--- src/adcss_pkg.sv ---
// Purpose: Shared constants and types of the converter sweep sequencer.
// Assumes: 40 MHz system clock, Avalon-MM register access.
// Notes: Offsets are byte addresses on a 32-bit data bus.
package adcss_pkg;
  // Register byte offsets
  localparam logic [7:0] OFS_CTRL = 8'h00;
  localparam logic [7:0] OFS_STAT = 8'h04;
  localparam logic [7:0] OFS_MASK = 8'h08;
  localparam logic [7:0] OFS_INFO = 8'h0C;
  localparam logic [7:0] OFS_CFG0 = 8'h6C;
  localparam logic [7:0] OFS_CFG1 = 8'h70;
  localparam logic [7:0] OFS_CFG2 = 8'h74;
  localparam logic [7:0] OFS_CFG3 = 8'h78;
  // Control register fields
  localparam int CTL_MANUAL = 0;
  localparam int CTL_EN = 1;
  localparam int CTL_RATE_LSB = 2;
  localparam int CTL_SINGLE = 4;
  localparam int CTL_NEG = 5;
  localparam int CTL_CH_LSB = 6;
  localparam int CTL_AMP_SE = 9;
  localparam logic [31:0] CTRL_RST = 32'h0000_0001;
  // Channel configuration fields, one 16-bit half per channel
  localparam int CF_SAMP_LSB = 0;
  localparam int CF_EN = 4;
  localparam int CF_DIFF = 5;
  localparam int CF_ONESHOT = 6;
  // Rate selection codes
  localparam logic [1:0] RATE_80K = 2'h0;
  localparam logic [1:0] RATE_160K = 2'h1;
  // Timing: unit tick T comes from a 1.28 MHz rate
  localparam int SYS_CLK_KHZ = 40000;
  localparam int T_CLK_KHZ = 1280;
  localparam int RATE80_T = T_CLK_KHZ / 80;
  localparam int RATE160_T = T_CLK_KHZ / 160;
  localparam int RATE320_T = T_CLK_KHZ / 320;
  localparam int SAMP_BASE_T = 2;
  localparam int SAMP_STEP_T = 4;
  // Memory layout
  localparam int NCH = 8;
  localparam int REGION_BYTES = 128;
  localparam int SAMPLE_BYTES = 2;
  localparam int SAMPLES_PER_REGION = REGION_BYTES / SAMPLE_BYTES;
  // Converter request
  typedef struct packed {
    logic start;
    logic [2:0] chan;
    logic diff;
    logic neg;
    logic [3:0] samp;
  } adcss_conv_t;
  // Sample memory write
  typedef struct packed {
    logic we;
    logic [9:0] addr;
    logic [15:0] data;
  } adcss_mem_t;
  typedef enum logic [2:0] {
    ST_IDLE = 3'h1,
    ST_WAIT = 3'h2,
    ST_CONV = 3'h4
  } adcss_fsm_t;
endpackage : adcss_pkg

--- src/adcss_seq.sv ---
// Purpose: Manual and sweep conversion sequencer with result storage.
// Assumes: Converter raises conv_done level with stable conv_data.
// Notes: Function
// Function
// - Sixteen inputs grouped into eight channel configurations.
// - Manual mode after reset; rate 80k, 160k or 320k.
// - Manual pair differential by default, else single on pos or neg.
// - Enabled manual mode converts repeatedly into the channel region.
// - 128-byte region per channel; full region sets its flag.
// - Each 12-bit result takes two bytes, 64 per region.
// - Manual bit cleared selects automatic sweep of enabled channels.
// - Sweep results go to the same channel regions.
// - Bit 4 enable, bit 5 differential, bit 6 one-shot.
// - Channel configurations act only in sweep mode.
// - Each control word holds two channel configurations.
// - Amp single-end bit forces amplifier to single-ended.
//
// Design decision made here: the Avalon-MM interface to the registers.
`timescale 1ns/1ps
module adcss_seq (
  input wire logic sys_clk,
  input wire logic reset,
  input wire logic [7:0] address,
  input wire logic read,
  input wire logic write,
  input wire logic [3:0] byteenable,
  input wire logic [31:0] writedata,
  output logic [31:0] readdata,
  output logic waitrequest,
  output logic irq,
  input wire logic conv_done,
  input wire logic [11:0] conv_data,
  output adcss_pkg::adcss_conv_t conv,
  output adcss_pkg::adcss_mem_t mem,
  output logic amp_single_end_force
);
  typedef struct packed {
    logic [31:0] ctrl;
    logic [7:0] stat;
    logic [7:0] mask;
    logic [3:0][31:0] cfg;
    logic [7:0][5:0] ptr;
    logic [7:0] shot;
    adcss_pkg::adcss_fsm_t fsm;
    logic one;
    logic man;
    logic [5:0] cnt;
    logic [5:0] tgt;
    logic done_s1;
    logic done_s2;
    logic done_s3;
    logic [11:0] data_s1;
    logic [11:0] data_s2;
    logic wreq;
    logic [31:0] rdata;
    logic irq;
    logic amp_se;
    adcss_pkg::adcss_conv_t conv;
    adcss_pkg::adcss_mem_t mem;
  } adcss_state_t;

  adcss_state_t s;
  adcss_state_t n;
  logic tick;
  logic acc;
  logic done_edge;
  logic [7:0] elig;
  logic [7:0][15:0] hcfg;
  logic [3:0] pick;
  logic [15:0] ccfg;
  logic [2:0] mch;
  logic [1:0] rate;

  // T tick at 1.28 MHz from the 40 MHz clock
  adcss_tick #(
    .INC(adcss_pkg::T_CLK_KHZ),
    .MOD(adcss_pkg::SYS_CLK_KHZ),
    .W(16)
  ) u_tick (
    .sys_clk(sys_clk),
    .reset(reset),
    .tick_r(tick)
  );

  // Byte-lane merge for register writes
  function automatic logic [31:0] merge(input logic [31:0] old,
                                        input logic [31:0] wd,
                                        input logic [3:0] be);
    logic [31:0] r;
    r = old;
    for (int i = 0; i < 4; i++) begin
      if (be[i]) begin
        r[8*i +: 8] = wd[8*i +: 8];
      end
    end
    return r;
  endfunction : merge

  function automatic logic [15:0] half(input logic [3:0][31:0] cfg,
                                       input logic [2:0] ch);
    return ch[0] ? cfg[ch[2:1]][31:16] : cfg[ch[2:1]][15:0];
  endfunction : half

  // Next eligible channel after cur, round robin; bit 3 means found
  function automatic logic [3:0] next_ch(input logic [2:0] cur,
                                         input logic [7:0] el);
    logic [3:0] r;
    logic [2:0] c;
    r = 4'h0;
    for (int k = 8; k >= 1; k--) begin
      c = cur + 3'(k);
      if (el[c]) begin
        r = {1'h1, c};
      end
    end
    return r;
  endfunction : next_ch

  // Eligibility of each channel in sweep mode
  // eight channel slots
  always_comb begin
    for (int i = 0; i < adcss_pkg::NCH; i++) begin
      hcfg[i] = half(s.cfg, 3'(i));
      elig[i] = hcfg[i][adcss_pkg::CF_EN] &
                ~(hcfg[i][adcss_pkg::CF_ONESHOT] & s.shot[i]);
    end
  end

  assign acc = (read | write) & ~s.wreq;
  assign done_edge = s.done_s2 & ~s.done_s3;
  assign pick = next_ch(s.conv.chan, elig);
  assign ccfg = half(s.cfg, pick[2:0]);
  assign mch = s.ctrl[adcss_pkg::CTL_CH_LSB +: 3];
  assign rate = s.ctrl[adcss_pkg::CTL_RATE_LSB +: 2];

  // Whole next state; bus, flags and sequencer
  always_comb begin
    n = s;
    n.conv.start = 1'h0;
    n.mem.we = 1'h0;
    // Converter handshake crosses in from the analog side
    n.done_s1 = conv_done;
    n.done_s2 = s.done_s1;
    n.done_s3 = s.done_s2;
    n.data_s1 = conv_data;
    n.data_s2 = s.data_s1;
    // One wait state; the request completes on the following edge
    n.wreq = ~((read | write) & s.wreq);
    if (read & s.wreq) begin
      unique case (address)
        adcss_pkg::OFS_CTRL: n.rdata = s.ctrl;
        adcss_pkg::OFS_STAT: n.rdata = {24'h0, s.stat};
        adcss_pkg::OFS_MASK: n.rdata = {24'h0, s.mask};
        adcss_pkg::OFS_INFO: n.rdata = {28'h0,
            s.fsm != adcss_pkg::ST_IDLE, s.conv.chan};
        adcss_pkg::OFS_CFG0: n.rdata = s.cfg[0];
        adcss_pkg::OFS_CFG1: n.rdata = s.cfg[1];
        adcss_pkg::OFS_CFG2: n.rdata = s.cfg[2];
        adcss_pkg::OFS_CFG3: n.rdata = s.cfg[3];
        default: n.rdata = 32'h0;
      endcase
    end
    if (acc & write) begin
      unique case (address)
        adcss_pkg::OFS_CTRL: n.ctrl = merge(s.ctrl, writedata, byteenable);
        adcss_pkg::OFS_MASK: n.mask = 8'(merge({24'h0, s.mask},
                                                writedata, byteenable));
        adcss_pkg::OFS_CFG0: n.cfg[0] = merge(s.cfg[0], writedata, byteenable);
        adcss_pkg::OFS_CFG1: n.cfg[1] = merge(s.cfg[1], writedata, byteenable);
        adcss_pkg::OFS_CFG2: n.cfg[2] = merge(s.cfg[2], writedata, byteenable);
        adcss_pkg::OFS_CFG3: n.cfg[3] = merge(s.cfg[3], writedata, byteenable);
        default: n.ctrl = s.ctrl;
      endcase
    end
    // read clears only the flags it reported; a newer one survives
    if (acc & read & (address == adcss_pkg::OFS_STAT)) begin
      n.stat = s.stat & ~s.rdata[7:0];
    end
    // One-shot history lasts one sweep session only
    if (s.ctrl[adcss_pkg::CTL_MANUAL] | ~s.ctrl[adcss_pkg::CTL_EN]) begin
      n.shot = 8'h0;
    end
    // period count; ticks are counted in every state
    n.cnt = s.cnt + {5'h0, tick};
    unique case (s.fsm)
      adcss_pkg::ST_IDLE: begin
        // Manual keeps its count so the period runs start to start
        if (~s.ctrl[adcss_pkg::CTL_EN] | ~s.ctrl[adcss_pkg::CTL_MANUAL]) begin
          n.cnt = 6'h0;
        end
        n.man = s.ctrl[adcss_pkg::CTL_MANUAL];
        if (s.ctrl[adcss_pkg::CTL_EN]) begin
          if (s.ctrl[adcss_pkg::CTL_MANUAL]) begin
            n.conv.chan = mch;
            n.conv.diff = ~s.ctrl[adcss_pkg::CTL_SINGLE];
            n.conv.neg = s.ctrl[adcss_pkg::CTL_SINGLE] &
                         s.ctrl[adcss_pkg::CTL_NEG];
            n.conv.samp = 4'h0;
            n.one = 1'h0;
            n.tgt = (rate == adcss_pkg::RATE_80K) ? 6'(adcss_pkg::RATE80_T) :
                    (rate == adcss_pkg::RATE_160K) ?
                    6'(adcss_pkg::RATE160_T) : 6'(adcss_pkg::RATE320_T);
            n.fsm = adcss_pkg::ST_WAIT;
          end else if (pick[3]) begin
            n.conv.chan = pick[2:0];
            n.conv.diff = ccfg[adcss_pkg::CF_DIFF];
            n.conv.neg = 1'h0;
            n.conv.samp = ccfg[adcss_pkg::CF_SAMP_LSB +: 4];
            n.one = ccfg[adcss_pkg::CF_ONESHOT];
            n.tgt = 6'(adcss_pkg::SAMP_BASE_T) +
                    6'(adcss_pkg::SAMP_STEP_T) *
                    {2'h0, ccfg[adcss_pkg::CF_SAMP_LSB +: 4]};
            n.fsm = adcss_pkg::ST_WAIT;
          end
        end
      end
      adcss_pkg::ST_WAIT: begin
        if (~s.ctrl[adcss_pkg::CTL_EN] |
            (s.ctrl[adcss_pkg::CTL_MANUAL] != s.man)) begin
          n.fsm = adcss_pkg::ST_IDLE;
        end else if (tick) begin
          if (n.cnt >= s.tgt) begin
            n.conv.start = 1'h1;
            n.cnt = 6'h0;
            n.fsm = adcss_pkg::ST_CONV;
          end
        end
      end
      adcss_pkg::ST_CONV: begin
        if (done_edge) begin
          n.fsm = adcss_pkg::ST_IDLE;
          if (s.one) begin
            n.shot[s.conv.chan] = 1'h1;
          end
          if (~s.stat[s.conv.chan]) begin
            n.mem.we = 1'h1;
            n.mem.addr = {s.conv.chan, s.ptr[s.conv.chan], 1'h0};
            n.mem.data = {4'h0, s.data_s2};
            n.ptr[s.conv.chan] = s.ptr[s.conv.chan] + 6'h1;
            if (s.ptr[s.conv.chan] ==
                6'(adcss_pkg::SAMPLES_PER_REGION - 1)) begin
              n.stat[s.conv.chan] = 1'h1;
            end
          end
        end
      end
      default: n.fsm = adcss_pkg::ST_IDLE;
    endcase
    // Flag wins over the read clear; mask gates the level output
    n.irq = |(n.stat & n.mask);
    n.amp_se = n.ctrl[adcss_pkg::CTL_AMP_SE];
  end

  // State register
  always_ff @(posedge sys_clk) begin
    if (reset) begin
      s <= '0;
      s.ctrl <= adcss_pkg::CTRL_RST;
      s.wreq <= 1'h1;
      s.fsm <= adcss_pkg::ST_IDLE;
    end else begin
      s <= n;
    end
  end

  assign readdata = s.rdata;
  assign waitrequest = s.wreq;
  assign irq = s.irq;
  assign conv = s.conv;
  assign mem = s.mem;
  assign amp_single_end_force = s.amp_se;
endmodule : adcss_seq

--- src/adcss_tick.sv ---
// Purpose: Fractional divider giving a one-cycle enable at a slow rate.
// Assumes: INC below MOD; average rate is sys rate times INC over MOD.
// Notes: Jitter is one system cycle, harmless against sample times.
`timescale 1ns/1ps
module adcss_tick #(
  parameter int INC = 1280,
  parameter int MOD = 40000,
  parameter int W = 16
) (
  input wire logic sys_clk,
  input wire logic reset,
  output logic tick_r
);
  typedef struct packed {
    logic [W-1:0] acc;
    logic tick;
  } adcss_tick_t;
  adcss_tick_t s;
  adcss_tick_t n;
  logic [W:0] sum;

  // Phase accumulator, wraps once per output tick
  always_comb begin
    n = s;
    sum = {1'h0, s.acc} + (W+1)'(INC);
    n.tick = (sum >= (W+1)'(MOD));
    n.acc = n.tick ? W'(sum - (W+1)'(MOD)) : sum[W-1:0];
  end

  always_ff @(posedge sys_clk) begin
    if (reset) begin
      s <= '0;
    end else begin
      s <= n;
    end
  end

  assign tick_r = s.tick;
endmodule : adcss_tick
--- config.mk ---
export PLATFORM = sky130hd
export DESIGN_NAME = adcss_seq
export DESIGN_NICKNAME = d
export VERILOG_FILES = /design/src/adcss_pkg.sv /design/src/adcss_seq.sv /design/src/adcss_tick.sv
export SDC_FILE = /design/constraint.sdc
export NUM_CORES = 1
export LEC_CHECK = 0
export ABC_AREA = 1
export BUFFER_PORTS_ARGS = -buffer_cell sky130_fd_sc_hd__buf_2
export CAP_MARGIN = 40
export CORE_UTILIZATION = 40
export CTS_CLUSTER_DIAMETER = 40
export DETAILED_ROUTE_END_ITERATION = 8
export MAX_ROUTING_LAYER = met4
export PLACE_DENSITY = 0.63
export SLEW_MARGIN = 20
export SYNTH_ARGS = -nofsm -noshare
export SYNTH_HDL_FRONTEND = slang
export SYNTH_SLANG_ARGS = --single-unit
--- constraint.sdc ---
create_clock -name sys_clk -period 3.6 [get_ports sys_clk]
set_input_delay 0.36 -clock sys_clk [delete_from_list [all_inputs] [get_ports sys_clk]]
set_output_delay 0.36 -clock sys_clk [all_outputs]
set_load 0.01 [all_outputs]
Word level (Yosys, flattened, before mapping) --
Index checks and enable logic that the tools add are counted.
Cells by class: $add $sub $neg 12, order comparisons 12, equal/unequal tests 19, mux-type cells 90, bitwise gates (word level) 52, reductions and logical operators 30
Operators by type and width (count):
- $pmux W32 S8 | 1
- $mux W8 | 26
- $mux W136 | 1
- $mux W32 | 4
- $reduce_and A3 Y1 | 22
- $bmux W32 S2 | 1
- $bwmux W48 | 1
- $mux W4 | 12
- $mux W6 | 8
- $eq A8 B7 Y1 const B | 4
- $lt A3 B4 Y1 const B | 8
- $bmux W1 S3 | 9
- $mux W27 | 1
- $and A1 B1 Y1 | 24
- $mux W23 | 1
- $not A1 Y1 | 19
- $bmux W6 S3 | 1
- $demux W6 S3 | 1
- $mux W9 | 2
- $add A16 B11 Y17 const B | 1
- $ge A17 B16 Y1 const B | 1
- $and A8 B8 Y8 | 2
- $eq A8 B4 Y1 const B | 2
- $mux W16 | 1
- 40 further kinds | 62
Storage, ports and cells: register bits after elaboration 359, output and inout bits 72, logic and storage cells 270

Logic depth before layout (Yosys ltp) --
word-level depth 20, gate-level depth with buffers 25, depth with buffers taken out 20

Hierarchy --
Synthesis repeated with hierarchy kept, for this count alone.
Second synthesis, totals: cells, all modules 2302, area, all modules 16498.3 um2
By module, submodules not included:
- adcss_seq | instances 1, cells an instance 2164, area an instance 15568.7 um2, seq. area each 6806.5 um2
- adcss_tick | instances 1, cells an instance 138, area an instance 929.6 um2, seq. area each 220.2 um2

Worst setup path after synthesis --
No wires, ideal clock.
kind register -> register, from register s, in the netlist conv[6], to register s, in the netlist conv[5], data arrival time 2.786 ns, path slack 0.697 ns, stages on the path, launching flop included 25, period minus slack after synthesis 2.903 ns, path through dfxtp_1 buf_6 inv_6 buf_6 buf_6 buf_2 ha_1 inv_1 nand3_1 nand3_1 nand2_1 nor2_1 nand2_1 nand3_1 nand2_1 nand2_1 nand2_1 nand2_2 buf_6 buf_8 nand3_1 nand3_1 nand3_1 a21oi_1 nor2_1
On the way: cells in the longest elaborated chain, start to end 15, elaborated cells between the ends (all ways) 38, those cells by class 7 x add/sub; 29 x mux; 2 x reduce/logical
Ends and longest elaborated chain:
- start, declared | RTL line adcss_seq.sv:62 | adcss_state_t s;
- start signal, assigned | RTL line adcss_seq.sv:262 | s <= n;
- $add A3 B3 Y3 / $bmux W1 S3 (equally long branches) | RTL line adcss_seq.sv:111, adcss_seq.sv:112
- $bmux W1 S3 / $mux W1 (equally long branches) | RTL line adcss_seq.sv:112 | if (el[c]) begin
- $mux W1 (implied by the code) / $mux W4 (equally long branches) | RTL line adcss_seq.sv:112
- $mux W4 (6 in a row) | RTL line adcss_seq.sv:112
- $mux W4 (*) | RTL line adcss_seq.sv:112
- $bmux W32 S2 | RTL line adcss_seq.sv:101 | return ch[0] ? cfg[ch[2:1]][31:16] : cfg[ch[2:1]][15:0];
- $mux W23 (implied by the code) | RTL line adcss_seq.sv:101
- $mux W7 | RTL line adcss_seq.sv:101
- $mux W9 | RTL line adcss_seq.sv:204 | end else if (pick[3]) begin
- $mux W9 | RTL line adcss_seq.sv:193 | if (s.ctrl[adcss_pkg::CTL_MANUAL]) begin
Every way passes the cells marked *; elsewhere a longest branch is shown, timed or not. The select of a mux whose other input is x is not followed. A chain may end at the register's enable or synchronous reset.

Final worst setup path --
from register s, in the netlist conv[6], to register s[103] in the netlist's numbering
On the way: cells in the longest elaborated chain, start to end 16, elaborated cells between the ends (all ways) 39, those cells by class 8 x add/sub; 29 x mux; 2 x reduce/logical
Ends and longest elaborated chain:
- $add A3 B3 Y3 / $bmux W1 S3 (equally long branches) | RTL line adcss_seq.sv:111, adcss_seq.sv:112
- $bmux W1 S3 / $mux W1 (equally long branches) | RTL line adcss_seq.sv:112
- $mux W1 (implied by the code) / $mux W4 (equally long branches) | RTL line adcss_seq.sv:112
- $mux W4 (6 in a row) | RTL line adcss_seq.sv:112
- $mux W4 (*) | RTL line adcss_seq.sv:112
- $bmux W32 S2 | RTL line adcss_seq.sv:101
- $mux W23 (implied by the code) | RTL line adcss_seq.sv:101
- $mux W7 | RTL line adcss_seq.sv:101
- $add A2 B6 Y6 | RTL line adcss_seq.sv:210 | n.tgt = 6'(adcss_pkg::SAMP_BASE_T) +
- $mux W6 | RTL line adcss_seq.sv:204
- $mux W6 | RTL line adcss_seq.sv:193
Marks and branches as above.

==> impl_metrics.tcl <==
set metrics [dict create \
    status "finished, final reports clean" \
    power_leakage_nw 7.60 \
    grt_pass1_wl_um 77900 \
    pin_count 133 \
    power_switching_mw 2.35 \
    fmax_mhz 327 \
    rsz0062_at_grt "false" \
    fin_util_pct 47.5 \
    fp.dieArea_mm2 0.0416 \
    antenna_found_initial 2 \
    reg2reg_from "conv[6]$_SDFFE_PP0P_" \
    fin_crit_ns 3.06 \
    fin_ws_ns 0.542 \
    hold_slack_ns 0.0314 \
    grtUsageTotal_pct 24.3 \
    met1_usage_pct 32.3 \
    switching_share_pct 23.7 \
    dr_total_vias 15100 \
    cp_max_fo 55 \
    grt.busiest_layer "met2" \
    finalHoldViolations 0 \
    drt-initial-drc-count 1205 \
    ff2ff_path_depth 12 \
    worst-setup-path-type "register to register" \
    ant_nets 0 \
    grtUsageMet3_pct 4.24 \
    rows 73 \
    hold_start "writedata[11]" \
    ys_async_sr_fraction_pct 0 \
    synth_edf_count 0 \
    clock-sinks 351 \
    totalNegativeSetupSlack_ns 0 \
    crit_path_start_kind "register" \
    worstPathArrival_ns 3.57 \
    gr-total-overflow 0 \
    ys_dominant_reg_cell "dfxtp_1" \
    synth.distinct_cells 54 \
    dpl.hpwl_um 33800 \
    use_met2_pct 37.6 \
    drive_gt1_share_pct 13.8 \
    intPower_mw 7.55 \
    die_h_um 204 \
    grt_start_max_net_pins 70 \
    vdd_drop_max_uv 403 \
    synth_top_area_share_pct 43.0 \
    ys_seq_elements 351 \
    clkPwrFrac_pct 57.6 \
    ff2ff_setup_slack_ns 0.54 \
    synth_commonest_cells "nand2_1, dfxtp_1, inv_1" \
    core_area_mm2 0.0400 \
    max_slew.worst_pin.slew_ns 0.789 \
    grt_pass1_vias 14100 \
    finalCritPeriodShare_pct 85.0 \
    post_cts_resized 0 \
    place_ws_ns 0.572 \
    wirelength_um 49200 \
    fp.dieW_um 204 \
    portBuffers 127 \
    worstReg2RegEnd "s[103]$_SDFFE_PP0P_" \
    floorplan.initialDensity_pct 40.8 \
    cts_buffers 57 \
    h-tree-depth 2 \
    synth_area_leaders "dfxtp_1, a21oi_1, nand2_1, o21ai_0, inv_1" \
    hold_class "input port to register" \
    maxCapViolCount 0 \
    min_path_cells 3 \
    drc 0 \
    finalSetupViolations 0 \
    syn_area_mm2 0.0163 \
    yosys.area.top_type "dfxtp_1" \
    syn2layout_area_growth_pct 16.3 \
    yosysSeqAreaShare_pct 43.0 \
    drv_slew 0 \
    cts.clk_slew.worst_paths_ns 0.06 \
    worstPathRequired_ns 4.11 \
    p_per_area_mw_per_mm2 521 \
    finClkSkew_ns 0.0463 \
    p_comb_share_pct 2.8 \
    slew_headroom_pct 47.3 \
    post-synth-top-count-cell "nand2_1" \
    viasPerCell 5.25 \
    synthCells 2247 \
    cts_tree "yes" \
    cts_root_buffer "clkbuf_16" \
    clock_path_buffers 3 \
    ys_warn_count 0 \
    pwr-share-seq_pct 39.6 \
    gp_congestion 0.936 \
    hold_buffers 15 \
    drt_pre_antenna_iters 5 \
    nNetsFinal 2379 \
    wl_per_cell_um 17.1 \
    synth_area_per_cell_um2 7.27 \
    clk_latency_ns 0.63 \
    cp-end-kind "register" \
    postCtsSetupBuffers 0 \
    worstHoldEndpoint "s[327]$_SDFFE_PP0P_" \
]
-- cell families (layout without fill, tap and decap cells) --
family	Yosys count	after routing	share of synthesized area, %
AO/OA/AOI/OAI	639	639	21.1
buffers and inverters	492	590	13.7
flip-flops	351	351	43.0
adder cells (fa/ha/maj)	17	17	1.30
other	1	8	0.0230
AND/OR/NAND/NOR	733	733	19.9
XOR/XNOR	14	14	0.912
-- layer usage --
layer	up-vias	wire (um)	part of all wire, %
met5	-	0	0
met1	7040	22100	45
met4	0	1190	2.4
met2	506	22200	45
met3	94	3660	7.4
li1	7463	-	-
-- registers in the layout, indices dropped and copies added (netlist names), 3 cells and up --
register,count
mem,22
conv,9
hcfg,128
s,128
u_tick.s,10
readdata,32
mch,3
n,14
-- critical path, cell delays in order, from the launching register on --
cell,delay [ns]
dfxtp_2,0.36
buf_4,0.50
ha_1,0.29
xor2_2,0.17
inv_2,0.06
nand3_1,0.09
nand2_1,0.14
nor4_2,0.29
or2_1,0.42
inv_1,0.25
o31ai_1,0.12
o21ai_0,0.13
a21oi_1,0.15
-- power groups by stage --
stage | combinational (mW) | clock, mW | sequential (mW)
2_1_floorplan | 0.152 | 0 | 4.00
3_3_place_gp | 0.256 | 0 | 4.00
3_5_place_dp | 0.262 | 0 | 4.00
4_1_cts | 0.275 | 5.78 | 3.92
5_1_grt | 0.308 | 5.96 | 3.92
6_report | 0.279 | 5.71 | 3.92
-- layout by cell type, fill, tap and decap left out, drive strengths merged, types with 22 or more instances in the layout --
master  netlist  routed
nand3       152     152
nor2        163     163
buf         108     156
nand2       361     361
nand4        22      22
o21ai       253     253
inv         305     319
clkinv        7      22
a21oi       292     292
clkbuf       72      67
dfxtp       351     351
o22ai        42      42
nor3         28      28
-- through the flow --
stage / total power, mW / instances / instance area, um2
after CTS: 9.97 / 2874 / 19000
after global routing: 10.2 / 2876 / 19000
after detailed placement: 4.26 / 2752 / 16800
after global placement: 4.26 / 2751 / 16800
after floorplan: 4.15 / 2251 / 16300
final: 9.90 / 2877 / 19000
-- worst max path at each step --
stage                         start              endpoint  slack, ns  cells after the start
3_3_place_gp   conv[6]$_SDFFE_PP0P_  conv[5]$_SDFFE_PP0P_       0.62                     18
4_1_cts        conv[6]$_SDFFE_PP0P_  conv[0]$_SDFFE_PP0P_       0.55                     18
2_1_floorplan  conv[6]$_SDFFE_PP0P_  conv[5]$_SDFFE_PP0P_       0.70                     24
3_5_place_dp   conv[6]$_SDFFE_PP0P_  conv[0]$_SDFFE_PP0P_       0.57                     18
6_report       conv[6]$_SDFFE_PP0P_   s[103]$_SDFFE_PP0P_       0.54                     12
5_1_grt        conv[6]$_SDFFE_PP0P_   s[103]$_SDFFE_PP0P_       0.17                     14
-- cell type report --
| class | instances | area [um2] |
|---|---|---|
| antenna | 3 | 7.51 |
| clock buffer | 67 | 1550 |
| clock inverter | 40 | 479 |
| fill | 3935 | 21000 |
| inverter | 312 | 1180 |
| multi-input combinational | 1408 | 7090 |
| sequential | 351 | 7030 |
| tap | 525 | 657 |
| timing repair buffer | 171 | 1020 |
Power figures use the tool's default switching activity.
